$ cat config.mk
export PLATFORM = sky130hd
export DESIGN_NAME = dee_ctrl
export DESIGN_NICKNAME = d
export VERILOG_FILES = /design/src/core/dee_ctrl.v
export VERILOG_INCLUDE_DIRS = /design/src /design/src/pkg
export SDC_FILE = /design/constraint.sdc
export NUM_CORES = 1
export LEC_CHECK = 0
export BUFFER_PORTS_ARGS = -buffer_cell sky130_fd_sc_hd__buf_2
export CORE_ASPECT_RATIO = 0.9
export CORE_UTILIZATION = 43
export DETAILED_ROUTE_END_ITERATION = 10
export HOLD_SLACK_MARGIN = 0.03
export PLACE_DENSITY = 0.67
export SLEW_MARGIN = 0
export SYNTH_ARGS = -nofsm -noshare
export SYNTH_HDL_FRONTEND = slang
export SYNTH_SLANG_ARGS = --single-unit
$ cat constraint.sdc
create_clock -name clk -period 4.23 [get_ports clk]
set_clock_uncertainty 0.1 [all_clocks]
set_input_delay 0.6345 -clock clk [delete_from_list [all_inputs] [get_ports clk]]
set_output_delay 0.6345 -clock clk [all_outputs]
set_load 0.005 [all_outputs]
$ cat src/pkg/dee_ctrl_regs.vh
// Register layout and timing constants for the data EEPROM control block
`ifndef DEE_CTRL_REGS_VH
`define DEE_CTRL_REGS_VH
`define DEE_CTRL_RESET 8'h00
`define DEE_BIT_TSEL 7
`define DEE_BIT_WALLOW 6
`define DEE_BIT_WSTART 5
`define DEE_BIT_MODE 4
`define DEE_BIT_SALLOW 3
`define DEE_BIT_SSTART 2
`define DEE_BIT_RALLOW 1
`define DEE_BIT_RSTART 0
// Cycle times in microseconds
`define DEE_WIPE_TIME0_US 3200
`define DEE_WIPE_TIME1_US 3700
`define DEE_STORE_TIME0_US 2200
`define DEE_STORE_TIME1_US 3000
`define DEE_CLK_MHZ 25
`define DEE_PAGE_BYTES 16
`define DEE_ADDR_W 11
`define DEE_ADDR_RESET 11'h000
`define DEE_CNT_W 17
`define DEE_CNT_ONE 17'h00001
`define DEE_CNT_ZERO 17'h00000
`endif

$ cat src/core/dee_ctrl.v
// Data EEPROM control register and erase/write/read cycle sequencer
`timescale 1ns/100ps
`include "dee_ctrl_regs.vh"
module dee_ctrl #(
  parameter WIPE_T0 = `DEE_WIPE_TIME0_US * `DEE_CLK_MHZ,
  parameter WIPE_T1 = `DEE_WIPE_TIME1_US * `DEE_CLK_MHZ,
  parameter STORE_T0 = `DEE_STORE_TIME0_US * `DEE_CLK_MHZ,
  parameter STORE_T1 = `DEE_STORE_TIME1_US * `DEE_CLK_MHZ,
  parameter READ_T = 2
) (
  input wire clk,
  input wire rst,
  input wire ctrl_we,
  input wire [7:0] ctrl_wdata,
  output wire [7:0] ctrl_rdata,
  input wire [2:0] rom_addr_high,
  input wire [7:0] rom_addr_low,
  output reg [10:0] mem_addr,
  output wire page_mode,
  output reg wipe_active,
  output reg store_active,
  output reg read_active,
  output wire cycle_done
);
  localparam ST_IDLE = 4'h1;
  localparam ST_WIPE = 4'h2;
  localparam ST_STORE = 4'h4;
  localparam ST_READ = 4'h8;

  // Operation slots of the per-operation loop, highest priority first
  localparam OP_WIPE = 0;
  localparam OP_STORE = 1;
  localparam OP_READ = 2;
  localparam N_OPS = 3;

  reg [7:0] ctrl_r;
  reg [7:0] ctrl_nxt;
  reg [3:0] state_r;
  reg [3:0] state_nxt;
  reg [`DEE_CNT_W-1:0] cnt_r;
  reg [`DEE_CNT_W-1:0] cnt_nxt;
  reg [`DEE_CNT_W-1:0] cnt_load;
  reg [`DEE_ADDR_W-1:0] addr_nxt;
  reg done;

  wire state_idle;
  wire state_busy;
  wire cnt_last;
  wire tsel_new;
  wire any_accept;
  wire any_drop;
  wire [N_OPS-1:0] op_allow_old;
  wire [N_OPS-1:0] op_allow_new;
  wire [N_OPS-1:0] op_start_new;
  wire [N_OPS-1:0] op_accept;
  wire [N_OPS-1:0] op_running;
  wire [N_OPS-1:0] op_drop;

  assign ctrl_rdata = ctrl_r;
  assign page_mode = ctrl_r[`DEE_BIT_MODE];
  assign cycle_done = done;

  assign state_idle = (state_r == ST_IDLE);
  assign state_busy = |op_running;
  assign cnt_last = (cnt_r <= `DEE_CNT_ONE);
  assign tsel_new = ctrl_wdata[`DEE_BIT_TSEL];
  assign any_accept = |op_accept;
  assign any_drop = |op_drop;

  // Per-operation decode of the allow and start pair
  genvar k;
  generate
    for (k = 0; k < N_OPS; k = k + 1) begin : g_op
      localparam ALLOW_BIT = (k == OP_WIPE) ? `DEE_BIT_WALLOW : (k == OP_STORE) ? `DEE_BIT_SALLOW : `DEE_BIT_RALLOW;
      localparam START_BIT = (k == OP_WIPE) ? `DEE_BIT_WSTART : (k == OP_STORE) ? `DEE_BIT_SSTART : `DEE_BIT_RSTART;
      localparam [3:0] OP_STATE = (k == OP_WIPE) ? ST_WIPE : (k == OP_STORE) ? ST_STORE : ST_READ;
      assign op_allow_old[k] = ctrl_r[ALLOW_BIT];
      assign op_allow_new[k] = ctrl_wdata[ALLOW_BIT];
      assign op_start_new[k] = ctrl_wdata[START_BIT];
      // Start sticks only if allow was already set and the same write keeps it set
      assign op_accept[k] = state_idle & ctrl_we & op_allow_old[k] & op_allow_new[k] & op_start_new[k];
      assign op_running[k] = (state_r == OP_STATE);
      // Clearing the allow bit of the running operation inhibits it
      assign op_drop[k] = op_running[k] & ctrl_we & ~op_allow_new[k];
    end
  endgenerate

  // Control register next value
  always @* begin
    ctrl_nxt = ctrl_r;
    if (state_idle) begin
      if (ctrl_we) begin
        ctrl_nxt = ctrl_wdata;
        if (!op_accept[OP_WIPE]) begin
          ctrl_nxt[`DEE_BIT_WSTART] = 1'b0;
        end
        if (!op_accept[OP_STORE]) begin
          ctrl_nxt[`DEE_BIT_SSTART] = 1'b0;
        end
        if (!op_accept[OP_READ]) begin
          ctrl_nxt[`DEE_BIT_RSTART] = 1'b0;
        end
      end
    end else if (state_busy) begin
      // A write during a cycle can only clear bits: allow bits directly, and all start bits when it inhibits the running operation
      if (ctrl_we) begin
        if (!ctrl_wdata[`DEE_BIT_WALLOW]) begin
          ctrl_nxt[`DEE_BIT_WALLOW] = 1'b0;
        end
        if (!ctrl_wdata[`DEE_BIT_SALLOW]) begin
          ctrl_nxt[`DEE_BIT_SALLOW] = 1'b0;
        end
        if (!ctrl_wdata[`DEE_BIT_RALLOW]) begin
          ctrl_nxt[`DEE_BIT_RALLOW] = 1'b0;
        end
      end
      if (any_drop) begin
        ctrl_nxt[`DEE_BIT_WSTART] = 1'b0;
        ctrl_nxt[`DEE_BIT_SSTART] = 1'b0;
        ctrl_nxt[`DEE_BIT_RSTART] = 1'b0;
      end else if (cnt_last) begin
        if (op_running[OP_WIPE]) begin
          ctrl_nxt[`DEE_BIT_WSTART] = 1'b0;
          ctrl_nxt[`DEE_BIT_WALLOW] = 1'b0;
        end
        if (op_running[OP_STORE]) begin
          ctrl_nxt[`DEE_BIT_SSTART] = 1'b0;
          ctrl_nxt[`DEE_BIT_SALLOW] = 1'b0;
        end
        if (op_running[OP_READ]) begin
          ctrl_nxt[`DEE_BIT_RSTART] = 1'b0;
        end
      end
    end
  end

  // Cycle length of the operation being started
  always @* begin
    cnt_load = `DEE_CNT_ZERO;
    if (op_accept[OP_WIPE]) begin
      cnt_load = tsel_new ? WIPE_T1[`DEE_CNT_W-1:0] : WIPE_T0[`DEE_CNT_W-1:0];
    end else if (op_accept[OP_STORE]) begin
      cnt_load = tsel_new ? STORE_T1[`DEE_CNT_W-1:0] : STORE_T0[`DEE_CNT_W-1:0];
    end else if (op_accept[OP_READ]) begin
      cnt_load = READ_T[`DEE_CNT_W-1:0];
    end
  end

  // Sequencer: wipe wins over store, store over read
  always @* begin
    state_nxt = state_r;
    cnt_nxt = cnt_r;
    done = 1'b0;
    case (state_r)
      ST_IDLE: begin
        if (op_accept[OP_WIPE]) begin
          state_nxt = ST_WIPE;
        end else if (op_accept[OP_STORE]) begin
          state_nxt = ST_STORE;
        end else if (op_accept[OP_READ]) begin
          state_nxt = ST_READ;
        end
        if (any_accept) begin
          cnt_nxt = cnt_load;
        end
      end
      ST_WIPE, ST_STORE, ST_READ: begin
        if (any_drop) begin
          state_nxt = ST_IDLE;
        end else if (cnt_last) begin
          state_nxt = ST_IDLE;
          cnt_nxt = `DEE_CNT_ZERO;
          done = 1'b1;
        end else begin
          cnt_nxt = cnt_r - `DEE_CNT_ONE;
        end
      end
      default: begin
        state_nxt = ST_IDLE;
      end
    endcase
  end

  // Address is latched as a cycle starts
  always @* begin
    addr_nxt = mem_addr;
    if (any_accept) begin
      addr_nxt = {rom_addr_high, rom_addr_low};
    end
  end

  always @(posedge clk) begin
    if (rst) begin
      ctrl_r <= `DEE_CTRL_RESET;
    end else begin
      ctrl_r <= ctrl_nxt;
    end
  end

  // Reset abandons any running cycle
  always @(posedge clk) begin
    if (rst) begin
      state_r <= ST_IDLE;
      cnt_r <= `DEE_CNT_ZERO;
    end else begin
      state_r <= state_nxt;
      cnt_r <= cnt_nxt;
    end
  end

  always @(posedge clk) begin
    if (rst) begin
      mem_addr <= `DEE_ADDR_RESET;
      wipe_active <= 1'b0;
      store_active <= 1'b0;
      read_active <= 1'b0;
    end else begin
      mem_addr <= addr_nxt;
      wipe_active <= (state_nxt == ST_WIPE);
      store_active <= (state_nxt == ST_STORE);
      read_active <= (state_nxt == ST_READ);
    end
  end
endmodule

* After elaboration in Yosys (flattened, before gate mapping)
Index checks and enable logic that the tools add are counted.
** Word-level totals
- Memory bits (read-only) :: 0
- Bits in latches :: 0
- Memory bits (writable) :: 0
- Memories :: 0
- Bits in registers :: 43
- Output and inout bits :: 24
** Cells by class
- Magnitude comparators :: 1
- Multipliers :: 0
- Add/sub/neg operators :: 1
- Bitwise logic cells :: 19
- Divide/modulo/power cells :: 0
- Shift operators :: 0
- Reduce and logical (&&, ||, !) cells :: 15
- Muxes and demuxes :: 43
- Equal/unequal tests :: 12
** Operators with widths (count)
- 2-to-1 mux 17 bit :: 6
- case mux 17 bit (2 select lines) :: 1
- 2-to-1 mux 4 bit :: 7
- 2-to-1 mux 1 bit :: 19
- less-or-equal comparator 17 x 1 -> 1 bit (second input constant) :: 1
- subtractor 17 x 1 -> 17 bit (second input constant) :: 1
- bitwise AND 1 bit :: 16
- AND reduction 4 bit :: 4
- 2-to-1 mux 15 bit :: 1
- 2-to-1 mux 2 bit :: 7
- nonzero test 3 bit :: 4
- OR reduction 3 bit :: 3
- equality test 4 x 2 -> 1 bit (second input constant) :: 2
- equality test 4 x 3 -> 1 bit (second input constant) :: 2
- equality test 4 bit (second input constant) :: 2
- case mux 4 bit (2 select lines) :: 1
- 2-to-1 mux 7 bit :: 1
- != test 2 bit (second input constant) :: 3
- equality test 4 x 1 -> 1 bit (second input constant) :: 1
- != test 2 x 1 -> 1 bit (second input constant) :: 2
- AND reduction 2 bit :: 2
- NOT 1 bit :: 3
- AND reduction 3 bit :: 1
- nonzero test 2 bit :: 1

* Longest topological paths before layout
Gate-level depths: netlist of the first run.
- Depth after elaboration :: 10
- Mapped depth :: 9
- Mapped depth without buffers :: 7

* Worst setup path after synthesis of the first run
Ideal clock, no wire load.
- Kind :: input port to output port
- Start :: input ctrl_wdata[3]
- End :: output cycle_done
- Cell stages on the path :: 5
- Required time :: 3496 ps
- Arrival time :: 1648 ps
- Slack :: 1847 ps
- Path through :: or3b_1 > a211oi_2 > o21a_1 > buf_6 > nor3_1
** On the way
- Cells in the longest elaborated chain, start to end :: 5
** RTL lines
- start, declared :: RTL line dee_ctrl.v:14 : input wire [7:0] ctrl_wdata,
- NOT 1 bit :: RTL line dee_ctrl.v:84 : assign op_drop[k] = op_running[k] & ctrl_we & ~op_allow_new[k];
- bitwise AND 1 bit :: RTL line dee_ctrl.v:84
- OR reduction 3 bit :: RTL line dee_ctrl.v:68 : assign any_drop = |op_drop;
- 2-to-1 mux 1 bit :: RTL line dee_ctrl.v:168 : if (any_drop) begin
- 2-to-1 mux 1 bit :: RTL line dee_ctrl.v:154 : case (state_r)
- end, declared :: RTL line dee_ctrl.v:23 : output wire cycle_done
No other way between the ends.

* Worst setup path in the final report of the first run
- Start :: register cnt_r[11]
- End :: output cycle_done
** On the way
- Cells in the longest elaborated chain, start to end :: 4
** RTL lines
- start, declared :: RTL line dee_ctrl.v:40 : reg [`DEE_CNT_W-1:0] cnt_r;
- start signal, assigned :: RTL line dee_ctrl.v:204 : cnt_r <= `DEE_CNT_ZERO;
- start signal, assigned :: RTL line dee_ctrl.v:207 : cnt_r <= cnt_nxt;
- less-or-equal comparator 17 x 1 -> 1 bit (no line)
- 2-to-1 mux 1 bit :: RTL line dee_ctrl.v:170 : end else if (cnt_last) begin
- 2-to-1 mux 1 bit :: RTL line dee_ctrl.v:168
- 2-to-1 mux 1 bit :: RTL line dee_ctrl.v:154
No other way between the ends.

==> metrics.csv, run 1 <==
metric,value,unit
Synth Area in Compound Gates,0.301,
initial core utilization,0.447,
Int Power,0.629,mW
element type at the critical path start,register,
WS Path Type,reg -> out,
Leak,1.12,nW
1st-pass router iterations,4,
postcts setup bufs,0,
largest family of logic cells by synthesized area,compound AO/OA/AOI/OAI gates,
"Distinct cells, synth",60,
"Top FF cell, synth",dfxtp_1,
Worst EP arrival,2.48,ns
drt wl/cell,16.8,um
Mapped Area,2560,um^2
Syn Inst Count,290,
sw frac,0.266,
fin crit period,3.21,ns
maximum vdd ir drop,0.190,mV
share of total power in combinational logic,0.121,
Synth Area in Adders,0.00977,
Layout Cells excl Fill,394,
DRC viols,0,
clock share of power,0.388,
Peak Freq,311,MHz
worst min path class,reg -> reg,
Synth-to-Final Area Change,12.1,%
die height,75.2,um
"Avg Cell Area, Syn",8.83,um^2
via count,2400,
clk buf depth,2,
number of global-route vias before repair,2058,
Placer Congestion,0.880,
"commonest cells after routing, fill and taps aside","45 x buf_2, 43 x dfxtp_1, 34 x nand2_1",
post-cts resize count,0,
Tcrit/Tclk final,0.759,
Die W,83.4,um
DIE AREA,6270,um^2
initial antenna violation count,0,
Relative slew margins,0.298,
global-route wire length before repair,10.4,mm
Power Dens Cells,299,nW/um^2
GRT Total Usage,0.207,
syn_nets,314,
vias per cell,6.09,
asr flop ratio synth,0,
RSZ-0062 raised after global routing,false,
status,"finished, final reports clean",
Crit Path Max Fanout,9,
clk_lat worst skew,0.30,ns
port bufs,45,
Area contributors post-synth,"dfxtp_1 34%, o32ai_2 5.1%, nand2_1 5.0%, mux2i_1 4.7%, a211oi_2 3.9%",
Final setup viols,0,
Post-synth EDFFs,0,
IO Pins,46,
P_sw,0.228,mW
FP Rows,26,
sequential share of power,0.490,
final wirelength,6.64,mm
TritonCTS clock tree,built,
CTS Sinks,43,
core area,5730,um^2
Seq cells post-synth,43,
Antenna Nets Post-Route,0,
max_cap viols,0,
worst-margin pin slew,1.04,ns
Final Core Density,0.501,
root buf cell,clkbuf_8,
# H-tree levels,2,
"most common cell after layout, fill and taps aside",buf_2,
Synth area leader,dfxtp_1,
Worst EP required,3.50,ns
setup_tns,0,ns
"Hold-fix buffers, CTS",0,
diode count,0,
dpl cells,386,
yosys synthesis warning count,0,
fraction of the mapped netlist area in simple logic gates,0.225,
share of post-route cells with drive strength above 1,0.275,
sequential share of the synthesized area,0.336,
drt initial violations,209,
XOR/XNOR Fraction of Synth Area,0.00342,
max-slew violations,0,
Num CTS Buffers,5,
total gr overflow,0,
CP endpoint kind,output port,
Hold WS,0.356,ns
Layout Nets,347,
Final Hold Vio Count,0,
DP HPWL,4.63,mm
post-synthesis mux area share,0.0513,
clk slew on worst S/H paths,0.08,ns
largest net degree at the start of global routing,44,
Yosys top cell area share,0.336,
==> through the flow <==
stage / setup WS (ns) / area [um^2] / power (mW)
2_1_floorplan: 1.85 / 2560 / 0.501
3_3_place_gp: 1.39 / 2760 / 0.531
3_5_place_dp: 1.38 / 2760 / 0.533
4_1_cts: 1.09 / 2870 / 0.864
5_1_grt: 0.767 / 2870 / 0.887
6_report: 1.02 / 2870 / 0.857
==> cells by family after synthesis <==
kind of cell               Yosys count
and+or+nand+nor                    107
DFF                                 43
buffers and inverters               34
adders and majority gates            2
AOI/OAI and AO/OA                   90
muxes                               13
xor gates and xnor gates             1
==> synthesized netlist by cell type (4+ instances only) <==
cell type,n
dfxtp_1,43
nand2_1,34
nor2_1,26
a21oi_1,16
a31oi_1,13
mux2i_1,12
inv_1,11
a211oi_1,9
a211oi_2,8
clkbuf_1,8
o32ai_2,8
nor3_1,7
o32ai_1,6
buf_2,5
buf_6,5
nand4_1,5
nor4_1,5
buf_4,4
==> layer usage <==
layer  up-vias  part of all wire  track usage
met1      1135              0.47        0.297
li1       1167                 -            -
met5         -                 0            0
met4         0            0.0063       0.0517
met2        93              0.46        0.329
met3         5             0.069       0.0307
==> layout make-up <==
class / count / area [um^2]
fill: 552 / 2860
multi-input combinational: 213 / 1510
sequential: 43 / 861
timing repair buffer: 48 / 248
tap: 70 / 87.6
clock buffer: 5 / 68.8
clock inverter: 3 / 46.3
inverter: 12 / 45.0
==> path summary, 6_finish.rpt <==
check	cells after the start	slack [ns]	start	end
worst min register to register	2	0.36	ctrl_rdata[7]	ctrl_rdata[7]
worst min-delay path	2	0.36	ctrl_rdata[7]	ctrl_rdata[7]
worst max register to register	5	1.49	state_r[2]	cnt_r[1]
worst max-delay path	5	1.02	cnt_r[11]	cycle_done
==> worst max-delay path: stages, from the launching register on <==
cell	delay (ns)
dfxtp_1	0.35
nor4_1	0.49
nor2b_1	0.55
nand2_1	0.34
nor3_1	0.29
buf_2	0.17
==> power groups by stage <==
| stage | Combinational (mW) | Clock (mW) | Sequential (mW) |
|---|---|---|---|
| final | 0.104 | 0.333 | 0.420 |
| after global routing | 0.114 | 0.352 | 0.422 |
| after CTS | 0.103 | 0.340 | 0.420 |
| after detailed placement | 0.103 | 0 | 0.430 |
| after global placement | 0.102 | 0 | 0.429 |
| after floorplan | 0.0720 | 0 | 0.429 |
==> registers in the layout (all words and copies together), names as in the netlist <==
register	cells
cnt_r	17
mem_addr	11
ctrl_rdata	8
state_r	4
read_active	1
store_active	1
wipe_active	1
No activity file was read; power rests on OpenSTA's default activity.
==> inputs of run 2 (changes only) <==
Clock period 4.23 ns to 3.1 ns, I/O delays scaled along.
==> run 2 against run 1 <==
Effect of this change: clock-buffer cell count unchanged; combinational power up 39%; setup slack worse by 0.67 ns; largest power group unchanged; non-clock buffer count up 6; critical endpoint unchanged; die area unchanged; flip-flop and latch count unchanged; clock power up 39%; register-to-register slack worse by 0.67 ns.
==> metrics.csv, run 2 (synthesis results as in run 1) <==
metric,value,unit,change
TritonCTS clock tree,built,,
max layer used,met4,,
global-route wire length before repair,10.5,mm,+1.4%
max_cap viols,0,,unchanged
clock share of power,0.392,,+0.004
setup_tns,0,ns,unchanged
"Hold-fix buffers, CTS",0,,unchanged
P_sw,0.319,mW,+40%
GRT Total Usage,0.211,,+0.00421
max-slew violations,0,,unchanged
IO Pins,46,,unchanged
DIE AREA,6270,um^2,unchanged
worst min path class,in -> reg,,
final wirelength,6.76,mm,+1.8%
initial antenna violation count,0,,unchanged
M1 WL,3.23,mm,+3.9%
vias per cell,6.08,,-0.15%
sw frac,0.269,,+0.00388
CP max stage cell,nor4_2,,
Multi-input gate area,1510,um^2,unchanged
CTS Sinks,43,,unchanged
clk_lat worst skew,0.31,ns,about the same
port bufs,45,,unchanged
Final Hold Vio Count,0,,unchanged
"most common cell after layout, fill and taps aside",buf_2,,
maximum vdd ir drop,0.297,mV,+56%
crit path cell chain,nor4_2 > and4_1 > nand2_1 > nor3_1 > buf_2,,
post-cts resize count,0,,unchanged
# fillers,564,,+2.2%
largest net degree at the start of global routing,43,,-2.3%
Layout Nets,353,,+1.7%
drt wl/cell,16.9,um,+0.30%
clk slew on worst S/H paths,0.09,ns,about the same
Leak,1.16,nW,+2.8%
1st-pass router iterations,4,,unchanged
CP endpoint kind,output port,,
Num CTS Buffers,5,,unchanged
max reg flops,17,,unchanged
WS Path Type,reg -> out,,
total gr overflow,0,,unchanged
Hold WS,0.285,ns,-0.0705 ns
Worst EP arrival,2.19,ns,-0.29 ns
root buf cell,clkbuf_8,,
Placer Congestion,0.870,,-1.2%
register area,861,um^2,unchanged
element type at the critical path start,register,,
Relative slew margins,0.378,,+0.0794
diode count,0,,unchanged
share of total power in combinational logic,0.123,,+0.002
worst-margin pin slew,0.933,ns,-0.110 ns
Synth-to-Final Area Change,13.9,%,
# H-tree levels,2,,unchanged
Max stage delay on crit path,0.43,ns,-0.12 ns
FP Rows,26,,unchanged
clk buf depth,2,,unchanged
postcts setup bufs,0,,unchanged
largest register by flop count,cnt_r,,
fin crit period,2.75,ns,
met3 wire length,412,um,-10%
Worst EP required,2.53,ns,-0.97 ns
number of global-route vias before repair,2051,,-0.34%
Final setup viols,0,,unchanged
status,"finished, final reports clean",,
RSZ-0062 raised after global routing,false,,
overall power,1.18,mW,+38%
die height,75.2,um,unchanged
Die W,83.4,um,unchanged
share of post-route cells with drive strength above 1,0.288,,+0.0132
met2 WL,3.04,mm,+0.33%
Tcrit/Tclk final,0.887,,
drt initial violations,182,,-13%
Antenna Nets Post-Route,0,,unchanged
"commonest cells after routing, fill and taps aside","45 x buf_2, 43 x dfxtp_1, 34 x nand2_1",,
initial core utilization,0.447,,unchanged
Int Power,0.864,mW,+37%
DP HPWL,4.77,mm,+3.0%
Peak Freq,364,MHz,
core area,5730,um^2,unchanged
via count,2433,,+1.4%
Power Dens Cells,405,nW/um^2,+36%
sequential share of power,0.485,,-0.005
Crit Path Max Fanout,8,,-1
DRC viols,0,,unchanged
## run 2: cell count changes in the layout (fill, tap and decap cells not counted), sizes merged
cell	delta
clkinv	+1
clkinvlp	-1
buf	+6
## run 2: worst max-delay path, delay by kind of cell, from the launching register on
family | cells | cell delay, ns
AND/OR/NAND/NOR | 4 | 1.34
flip-flops | 1 | 0.38
buffers and inverters | 1 | 0.16
## run 2: layout make-up
cell class | count | area share
clock buffer | 5 | 0.0236
multi-input combinational | 213 | 0.519
tap | 70 | 0.0300
timing repair buffer | 54 | 0.100
inverter | 12 | 0.0154
clock inverter | 3 | 0.0163
sequential | 43 | 0.295
## run 2: metal layers
metal	global-route usage	up-vias
li1	-	1181
met1	0.295	1157
met2	0.333	84
met3	0.0406	11
met4	0.0632	0
met5	0	-
## run 2: power groups by stage
stage                     Sequential [mW]  Combinational [mW]  Clock [mW]
after floorplan                     0.585              0.0983           0
after global placement              0.586               0.143           0
after detailed placement            0.586               0.145           0
after CTS                           0.573               0.145       0.475
after global routing                0.576               0.159       0.496
final                               0.573               0.145       0.463
## run 2: path summary, 6_finish.rpt
check                      from             to  slack (ns)  cells past startpoint
setup / recovery       cnt_r[5]     cycle_done        0.35                      5
hold / removal    ctrl_wdata[4]  ctrl_rdata[4]        0.29                      3
setup reg to reg     state_r[2]       cnt_r[4]        0.82                      6
hold reg to reg   ctrl_rdata[7]  ctrl_rdata[7]        0.36                      2
## run 2: metrics by stage
| step | worst slack [ns] | area (um^2) | utilization | instances |
|---|---|---|---|---|
| after global placement | 0.810 | 2800 | 0.489 | 392 |
| after global routing | 0.0906 | 2920 | 0.509 | 400 |
| after detailed placement | 0.724 | 2800 | 0.489 | 392 |
| final | 0.350 | 2920 | 0.509 | 400 |
| after CTS | 0.365 | 2920 | 0.509 | 400 |
| after floorplan | 1.03 | 2560 | - | 290 |
